### config.mk
export PLATFORM = sky130hd
export DESIGN_NAME = mstu_top
export DESIGN_NICKNAME = d
export VERILOG_FILES = /design/src/mstu_pkg.sv /design/src/mstu_top.sv
export SDC_FILE = /design/constraint.sdc
export NUM_CORES = 2
export LEC_CHECK = 0
export BUFFER_PORTS_ARGS = -buffer_cell sky130_fd_sc_hd__buf_2
export CORE_ASPECT_RATIO = 0.7
export CORE_MARGIN = 2
export CORE_UTILIZATION = 52
export DETAILED_ROUTE_END_ITERATION = 10
export PLACE_DENSITY = 0.71
export SYNTH_ARGS = -nofsm -noshare
export SYNTH_HDL_FRONTEND = slang
export SYNTH_SLANG_ARGS = --single-unit
### constraint.sdc
create_clock -name hclk -period 54.5 [get_ports hclk]
set_input_delay 2.725 -clock hclk [delete_from_list [all_inputs] [get_ports hclk]]
set_output_delay 2.725 -clock hclk [all_outputs]
set_load 0.02 [all_outputs]
### src/mstu_pkg.sv
/*
 * mstu_pkg: constants, encodings and carrier types of the multiply and
 * status transfer unit.
 * assumes: used by mstu_top, mstu_checker, mstu_regfile and mstu_tb; every use is written mstu_pkg::name.
 */
package mstu_pkg;

	// register map, byte addresses of aligned words
	localparam logic [3:0] ADDR_CUR_STATUS = 4'h0;
	localparam logic [3:0] ADDR_SAV_STATUS = 4'h4;
	localparam logic [3:0] ADDR_MUL_INFO = 4'h8;
	localparam logic [3:0] ADDR_CONTROL = 4'hc;

	// control register
	localparam int CTL_EARLY_TERM_BIT = 0;
	localparam logic [31:0] CTL_RESET = 32'h0000_0001;

	// status word layout and reset
	localparam int FLAG_N = 31;
	localparam int FLAG_Z = 30;
	localparam int FLAG_C = 29;
	localparam int FLAG_V = 28;
	localparam logic [4:0] MODE_USER = 5'h10;
	localparam logic [31:0] CUR_STATUS_RESET = 32'h0000_00d3;
	localparam logic [31:0] SAV_STATUS_RESET = 32'h0000_0000;

	// instruction fields
	localparam logic [3:0] MUL_PATTERN = 4'h9;
	localparam int BIT_ACCUM = 21;
	localparam int BIT_SETF = 20;
	localparam int BIT_SAVED = 22;
	localparam int BIT_IMM = 25;

	// multiplier array
	localparam int BOOTH_BITS = 8;
	localparam logic [2:0] MAX_ITER = 3'h4;

	// ahb
	localparam logic [1:0] HTRANS_NONSEQ = 2'h2;

	typedef enum logic [3:0] {
		MSTU_IDLE = 4'b0001,
		MSTU_ITER = 4'b0010,
		MSTU_ACC = 4'b0100,
		MSTU_DONE = 4'b1000
	} mstu_fsm_t;

	typedef struct packed {
		logic valid;
		logic cond_pass;
		logic [31:0] instr;
		logic [31:0] first_val;
		logic [31:0] second_val;
		logic [31:0] addend_val;
	} mstu_issue_t;

	typedef struct packed {
		logic valid;
		logic [3:0] dest;
		logic [31:0] data;
	} mstu_wb_t;

endpackage

### src/mstu_top.sv
/*
 * mstu_top: multiply / multiply-accumulate and status word transfer
 * execution unit, with an ahb-lite register slave.
 * assumes: decoder presents one instruction with register values already
 * read; it issues only while issue_ready is high; single hclk domain.
 */
//
// Overview of operation
// RQ1 - status transfers retire one cycle after issue
// RQ2 - flags write copies source 31:28 to nzcv
// RQ3 - immediate flags write uses rotated 32-bit value
// RQ4 - user mode whole write changes flags only
// RQ5 - privileged whole write loads all 32 bits
// RQ6 - status read returns all 32 bits
// RQ7 - failed condition changes nothing
// RQ8 - booth array retires eight bits per iteration
// RQ9 - plain multiply ignores addend
// RQ10 - accumulate adds addend to product
// RQ11 - only low 32 product bits kept
// RQ12 - software avoids dest equal first source, pc
// RQ13 - operand values latched, so register aliasing safe
// RQ14 - n gets bit 31, z when result zero
// RQ15 - carry arbitrary, overflow kept on multiply
// RQ16 - multiply m cycles, accumulate one more
// RQ17 - software zeroes unused addend field
// RQ18 - multiply encoding fields as laid out
// RQ19 - one to four iterations, early stop
`timescale 1ns/1ps

module mstu_top (
	// clock and reset
	input wire logic hclk,
	input wire logic hresetn,
	// ahb-lite slave
	input wire logic hsel,
	input wire logic [31:0] haddr,
	input wire logic [1:0] htrans,
	input wire logic hwrite,
	input wire logic [2:0] hsize,
	input wire logic [31:0] hwdata,
	input wire logic hready,
	output logic [31:0] hrdata,
	output logic hreadyout,
	output logic hresp,
	// instruction issue from decoder
	input wire mstu_pkg::mstu_issue_t issue,
	output logic issue_ready,
	// register file write back
	output mstu_pkg::mstu_wb_t wb,
	output logic retire,
	// status words
	output logic [31:0] current_status_word,
	output logic [31:0] saved_status_word
);

	typedef struct packed {
		mstu_pkg::mstu_fsm_t fsm;
		logic [31:0] acc;
		logic [31:0] mcand;
		logic [31:0] mplier;
		logic prev;
		logic [2:0] iter_left;
		logic [2:0] last_m;
		logic [31:0] addend;
		logic accum;
		logic setf;
		logic [3:0] dest;
		logic [31:0] cur;
		logic [31:0] sav;
		mstu_pkg::mstu_wb_t wb;
		logic retire;
		logic ready;
		logic [31:0] ctl;
		logic ahb_wr;
		logic [3:0] ahb_addr;
		logic [31:0] hrdata;
		logic hreadyout;
	} mstu_state_t;

	mstu_state_t r;
	mstu_state_t next_r;

	// radix-2 booth over one 8-bit slice of the multiplier
	function automatic logic [31:0] booth_slice(input logic [31:0] a,
		input logic [7:0] b, input logic prev);
		logic [31:0] sum;
		logic lower;
		sum = 32'h0000_0000;
		lower = prev;
		for (int i = 0; i < mstu_pkg::BOOTH_BITS; i++) begin
			if (b[i] && !lower) begin
				sum = sum - (a << i);
			end else if (!b[i] && lower) begin
				sum = sum + (a << i);
			end
			lower = b[i];
		end
		return sum;
	endfunction

	// iterations needed for a multiplier value
	function automatic logic [2:0] iter_count(input logic [31:0] b, input logic early);
		logic [2:0] m;
		m = mstu_pkg::MAX_ITER;
		if (early) begin
			if (&b[31:8] || ~|b[31:8]) begin
				m = 3'h1; // RQ19
			end else if (&b[31:16] || ~|b[31:16]) begin
				m = 3'h2;
			end else if (&b[31:24] || ~|b[31:24]) begin
				m = 3'h3;
			end
		end
		return m;
	endfunction

	function automatic logic [31:0] reg_read(input mstu_state_t s, input logic [3:0] a);
		logic [31:0] d;
		d = 32'h0000_0000;
		unique case (a)
			mstu_pkg::ADDR_CUR_STATUS: d = s.cur;
			mstu_pkg::ADDR_SAV_STATUS: d = s.sav;
			mstu_pkg::ADDR_MUL_INFO: d = {27'h000_0000, s.fsm == mstu_pkg::MSTU_IDLE,
				1'b0, s.last_m};
			mstu_pkg::ADDR_CONTROL: d = s.ctl;
			default: d = 32'h0000_0000;
		endcase
		return d;
	endfunction

	logic is_mul;
	logic is_sread;
	logic is_swrite;
	logic privileged;
	logic [31:0] write_src;
	logic [31:0] imm_val;
	logic [31:0] status_new;
	logic [31:0] step_sum;
	logic [31:0] result;
	logic [31:0] last_sum;
	logic mul_done;

	always_comb begin
		// RQ18
		is_mul = issue.instr[27:22] == 6'h00 && issue.instr[7:4] == mstu_pkg::MUL_PATTERN;
		is_sread = issue.instr[27:23] == 5'h02 && issue.instr[21:16] == 6'h0f;
		is_swrite = issue.instr[27:26] == 2'h0 && issue.instr[24:23] == 2'h2
			&& issue.instr[21:20] == 2'h2 && issue.instr[15:12] == 4'hf
			&& (issue.instr[mstu_pkg::BIT_IMM] || issue.instr[11:4] == 8'h00);
		privileged = r.cur[4:0] != mstu_pkg::MODE_USER;
		imm_val = {24'h00_0000, issue.instr[7:0]};
		imm_val = (imm_val >> {issue.instr[11:8], 1'b0})
			| (imm_val << (6'h20 - {1'b0, issue.instr[11:8], 1'b0})); // RQ3
		write_src = (issue.instr[mstu_pkg::BIT_IMM] && !issue.instr[16]) ? imm_val
			: issue.first_val;
		step_sum = r.acc + booth_slice(r.mcand, r.mplier[7:0], r.prev); // RQ8
		// skipped upper bits are uniform: only their first edge adds a term
		last_sum = step_sum;
		if (r.mplier[7] && !r.mplier[8]) begin
			last_sum = step_sum + (r.mcand << mstu_pkg::BOOTH_BITS); // RQ19
		end else if (!r.mplier[7] && r.mplier[8]) begin
			last_sum = step_sum - (r.mcand << mstu_pkg::BOOTH_BITS);
		end
		result = (r.fsm == mstu_pkg::MSTU_ACC) ? r.acc + r.addend : last_sum; // RQ10
	end

	always_comb begin
		next_r = r;
		next_r.wb.valid = 1'b0;
		next_r.retire = 1'b0;
		status_new = 32'h0000_0000;
		mul_done = 1'b0;

		// ahb-lite: zero wait, always okay
		next_r.hreadyout = 1'b1;
		if (r.ahb_wr && r.ahb_addr == mstu_pkg::ADDR_CONTROL) begin
			next_r.ctl = {31'h0000_0000, hwdata[mstu_pkg::CTL_EARLY_TERM_BIT]};
		end
		next_r.ahb_wr = 1'b0;
		if (hsel && hready && htrans == mstu_pkg::HTRANS_NONSEQ) begin
			next_r.ahb_wr = hwrite;
			next_r.ahb_addr = {haddr[3:2], 2'b00};
			next_r.hrdata = reg_read(r, {haddr[3:2], 2'b00});
		end

		unique case (r.fsm)
			mstu_pkg::MSTU_IDLE: begin
				if (issue.valid && r.ready) begin
					next_r.retire = 1'b1; // RQ1
					if (!issue.cond_pass) begin
						next_r.retire = 1'b1; // RQ7
					end else if (is_mul) begin
						next_r.retire = 1'b0;
						next_r.ready = 1'b0;
						next_r.fsm = mstu_pkg::MSTU_ITER;
						next_r.acc = 32'h0000_0000;
						next_r.mcand = issue.first_val;
						next_r.mplier = issue.second_val;
						next_r.prev = 1'b0;
						next_r.iter_left = iter_count(issue.second_val,
							r.ctl[mstu_pkg::CTL_EARLY_TERM_BIT]); // RQ19
						next_r.last_m = next_r.iter_left;
						next_r.addend = issue.addend_val; // RQ13
						next_r.accum = issue.instr[mstu_pkg::BIT_ACCUM];
						next_r.setf = issue.instr[mstu_pkg::BIT_SETF];
						next_r.dest = issue.instr[19:16];
					end else if (is_sread) begin
						next_r.wb.valid = 1'b1;
						next_r.wb.dest = issue.instr[15:12];
						next_r.wb.data = issue.instr[mstu_pkg::BIT_SAVED] ? r.sav : r.cur; // RQ6
					end else if (is_swrite) begin
						status_new = issue.instr[mstu_pkg::BIT_SAVED] ? r.sav : r.cur;
						if (!issue.instr[16] || !privileged) begin
							status_new[31:28] = write_src[31:28]; // RQ2 RQ4
						end else begin
							status_new = write_src; // RQ5
						end
						if (!issue.instr[mstu_pkg::BIT_SAVED]) begin
							next_r.cur = status_new;
						end else if (privileged) begin
							next_r.sav = status_new;
						end
					end
				end
			end
			mstu_pkg::MSTU_ITER: begin
				next_r.acc = step_sum;
				next_r.mcand = r.mcand << mstu_pkg::BOOTH_BITS;
				next_r.prev = r.mplier[7];
				next_r.mplier = {8'h00, r.mplier[31:8]};
				next_r.iter_left = r.iter_left - 3'h1;
				if (r.iter_left == 3'h1) begin
					next_r.acc = last_sum;
					next_r.fsm = mstu_pkg::MSTU_ACC;
					mul_done = !r.accum; // RQ16
				end
			end
			mstu_pkg::MSTU_ACC: begin
				mul_done = 1'b1; // RQ10 RQ16
			end
			default: begin
				next_r.fsm = mstu_pkg::MSTU_IDLE;
				next_r.ready = 1'b1;
			end
		endcase
		// last iteration or accumulate step writes back and frees the unit
		if (mul_done) begin
			next_r.fsm = mstu_pkg::MSTU_IDLE;
			next_r.ready = 1'b1;
			next_r.retire = 1'b1;
			next_r.wb.valid = 1'b1;
			next_r.wb.dest = r.dest;
			next_r.wb.data = result; // RQ9 RQ11
			if (r.setf) begin
				next_r.cur[mstu_pkg::FLAG_N] = result[31]; // RQ14
				next_r.cur[mstu_pkg::FLAG_Z] = result == 32'h0000_0000;
				next_r.cur[mstu_pkg::FLAG_C] = 1'b0; // RQ15
			end
		end
	end

	always_ff @(posedge hclk or negedge hresetn) begin
		if (!hresetn) begin
			r <= '0;
			r.fsm <= mstu_pkg::MSTU_IDLE;
			r.ready <= 1'b1;
			r.cur <= mstu_pkg::CUR_STATUS_RESET;
			r.sav <= mstu_pkg::SAV_STATUS_RESET;
			r.ctl <= mstu_pkg::CTL_RESET;
			r.hreadyout <= 1'b1;
		end else begin
			r <= next_r;
		end
	end

	always_comb begin
		hrdata = r.hrdata;
		hreadyout = r.hreadyout;
		hresp = 1'b0;
		issue_ready = r.ready;
		wb = r.wb;
		retire = r.retire;
		current_status_word = r.cur;
		saved_status_word = r.sav;
	end

endmodule

==> impl_metrics.yaml <==
hold_path:
  hold_class: "reg2reg"
  min_to: "hrdata[19]"
  holdPathStages: 2
  hp-start: "hrdata[19]"
finish:
  final_layout_size_suffix_gt1_frac: 0.1012
  fin_nets: 6667
  final_cell_count_no_fill: 7093
  design_area_um2: 46050
  area_growth_pct: 5.290
clocking:
  cts_num_sinks: 283
  clk_latency_ps: 600
  root_buffer: "clkbuf_16"
  cts-htree-levels: 1
  cts_setup_buffers: 0
  clk_pin_slew_ps: 80
  cts_buffers: 26
  cts_tree: "yes"
  clock_path_buffers: 3
  cts_hold_buffers: 0
  ctsResizeCount: 0
place:
  gp_congestion: 1.015
  dpl_cell_area_um2: 45180
  dp.cells: 7034
  portBuffers: 270
  dp_hpwl_mm: 140.2
routing:
  viasPerCell: 6.816
  finalWirelength_mm: 185.2
  firstDrtPassIters: 9
  drc: 0
  vias: 48340
  postRouteAntennaNets: 0
  wl_per_cell_um: 26.12
  first_iter_violations: 7156
synthesis:
  post_synth_instance_area_um2: 43730
  ys_warn_count: 0
  synthTopCellsByArea: "dfrtp_1 (16%), ha_1 (15%), a21oi_1 (5.8%), nand2_1 (5.6%), nor2_1 (4.9%)"
  synthArstFlopShare: 1.000
  synth_edf_count: 0
  synth_largest_area_cell: "dfrtp_1"
  synth-main-ff-cell: "dfrtp_1"
  ys_ff_latch: 283
  ys_seq_area_frac: 0.1622
  syn-num-nets: 6714
  syn_area_per_cell_um2: 7.308
  yosysUniqueCellTypes: 102
  synth_top_area_share: 0.1574
  synthCells: 5984
critical_path:
  required_ps: 54960
  criticalPathCategory: "reg2reg"
  arrival_ps: 24030
  ff2ff_path_depth: 87
  path_buf_inv: 7
  crit_start: "r[258]"
  end_kind: "flip-flop"
  start_kind: "flip-flop"
  reg2reg_slack_ps: 30930
  critPathTopFamily: "compound AO/OA/AOI/OAI gates"
  r2r_end: "wb[31]"
  crit_fanout: 13
  cp_slowest_cell: "dfrtp_1"
  r2r_start: "r[258]"
  crit_path_max_incr_delay_ps: 1110
power_and_ir_drop:
  peakVddDrop_mv: 0.03384
  powerDensity_nw_per_um2: 20.03
  power_frac_comb: 0.560
  clockPowerShare: 0.207
  total_power_w: 0.0009222
  switchingPower_w: 0.0004249
  seqPwrFrac: 0.232
  p_int_w: 0.0004973
  leakage_nw: 21.94
  swShare: 0.4607
floorplanning:
  die_w_um: 350.6
  rows: 88
  io_pins: 341
  start_util: 0.5282
  die_height_um: 246.6
  dieArea_um2: 86480
  core_area_um2: 82800
sta:
  drv_slew: 0
  finalSetupViolations: 0
  post-route-min-period_ps: 23570
  timing.fmax_mhz: 42.43
  fin_tns_setup_ps: 0
  hold_viol: 0
  rsz0062_at_grt: "false"
  slew_headroom: 0.07581
  tightestPinTransition_ps: 1376
  fin_crit_sh: 0.4324
  fin_worst_skew_ps: 23.42
job:
  max_cap_viol_count: 0
global_route:
  grt_pass1_vias: 42970
  grt_pass1_wl_mm: 274.1
  antenna_found_initial: 18
  overflow: 0
  grt_max_degree: 185
  grtUsageTotal: 0.4137
run_status:
  outcome: "completed"
[layer usage]
layer / wire length, um / GRT usage / vias to the layer above
li1: - / - / 21780
met1: 79130 / 0.5968 / 23020
met2: 71420 / 0.5671 / 3107
met3: 27250 / 0.1343 / 441
met4: 7433 / 0.1445 / 2
met5: 13 / 0 / -
[kinds of logic after synthesis]
logic type                 share of synthesized area
buffers and inverters                        0.08074
DFF                                           0.1622
adders and majority gates                     0.1536
muxes                                        0.03868
AOI/OAI and AO/OA                             0.3251
xor gates and xnor gates                     0.03705
and+or+nand+nor                               0.2026
other                                      0.0001717
[worst min-delay path: cells and delay by family, from the launching register on]
family	cells	cell delay (ps)
AO/OA/AOI/OAI	1	50
AND/OR/NAND/NOR	1	50
flip-flops	1	340
[worst max-delay path by stage]
stage,slack (ps),to,depth (start not counted)
CTS,31940,wb[31],85
detailed placement,32050,wb[31],84
global route,29640,wb[31],88
floorplan,36110,current_status_word[30],84
global placement,32280,wb[31],87
finish,30930,wb[31],87
[flip-flops by register name (all words and copies together) (netlist names)]
register	flops
r	148
hrdata	32
retire	1
saved_status_word	32
wb	37
issue_ready	1
current_status_word	32
[per-stage QoR]
stage	worst slack, ps	hold slack, ps	util
after floorplan	36110	441.6	-
after detailed placement	32050	460.5	0.5457
after global routing	29640	492.8	0.5560
after CTS	31940	476.3	0.5558
final	30930	472.1	0.5561
after global placement	32280	453.7	0.5457
[layout by cell type, fill, tap and decap left out, drive strengths merged, types with 21 or more instances in the layout]
| master | instances |
|---|---|
| o22ai | 75 |
| nor3 | 137 |
| inv | 340 |
| or3 | 55 |
| mux2i | 97 |
| o21ai | 423 |
| or4 | 25 |
| and2 | 21 |
| buf | 387 |
| a221o | 89 |
| mux2 | 54 |
| o21bai | 99 |
| a211oi | 50 |
| o31ai | 86 |
| o21a | 45 |
| clkbuf | 33 |
| and3 | 37 |
| a2111oi | 25 |
| nand4 | 25 |
| xnor2 | 133 |
| a22o | 25 |
| dfrtp | 275 |
| o211ai | 67 |
| a21o | 109 |
| nor4 | 57 |
| o221ai | 57 |
| a31oi | 69 |
| a22oi | 70 |
| or2 | 30 |
| ha | 508 |
| nand3 | 107 |
| nor2 | 574 |
| nand2b | 81 |
| a21oi | 506 |
| xor2 | 46 |
| nor2b | 60 |
| a221oi | 49 |
| nand2 | 651 |
| a211o | 25 |
[Yosys cell counts (22+ instances only)]
| cell type | count |
|---|---|
| o21a_1 | 45 |
| nor2b_1 | 60 |
| nor4_1 | 56 |
| nand4_1 | 25 |
| nor2_1 | 574 |
| nand3_1 | 107 |
| o211ai_1 | 67 |
| nand2_1 | 651 |
| a21oi_1 | 506 |
| o22ai_1 | 75 |
| a22o_1 | 25 |
| a211o_1 | 25 |
| or2_2 | 26 |
| nor3_1 | 136 |
| buf_4 | 137 |
| o221ai_1 | 57 |
| inv_1 | 327 |
| xnor2_1 | 133 |
| o21ai_0 | 406 |
| a21o_1 | 109 |
| a221o_1 | 89 |
| o31ai_1 | 86 |
| a22oi_1 | 70 |
| a2111oi_0 | 24 |
| mux2_2 | 54 |
| and3_1 | 37 |
| or3_1 | 54 |
| xor2_1 | 45 |
| o21bai_1 | 99 |
| dfrtp_1 | 275 |
| clkbuf_1 | 307 |
| nand2b_1 | 81 |
| ha_1 | 508 |
| mux2i_1 | 97 |
| a31oi_1 | 69 |
| a211oi_1 | 49 |
| a221oi_1 | 49 |
| or4_1 | 22 |
[area by class of cell]
type                    instances  area [um2]
clock buffers                  33       706.9
fillers                      8055       36750
multi-input cells            4898       33150
well taps                    1125        1408
diodes                         12       30.03
inverters                     341        1280
repair buffers                387        2252
clock inverters                14       128.9
flip-flops and latches        283        7096
[power by group through the flow]
stage                     Combinational (W)  Clock (W)  Sequential (W)
final                              0.000517   0.000191        0.000214
after global routing               0.000561   0.000201        0.000214
after CTS                          0.000498   0.000191        0.000214
after detailed placement           0.000494          0        0.000218
after global placement             0.000489          0        0.000218
after floorplan                    0.000361          0        0.000218
Power figures use the tool's default switching activity.
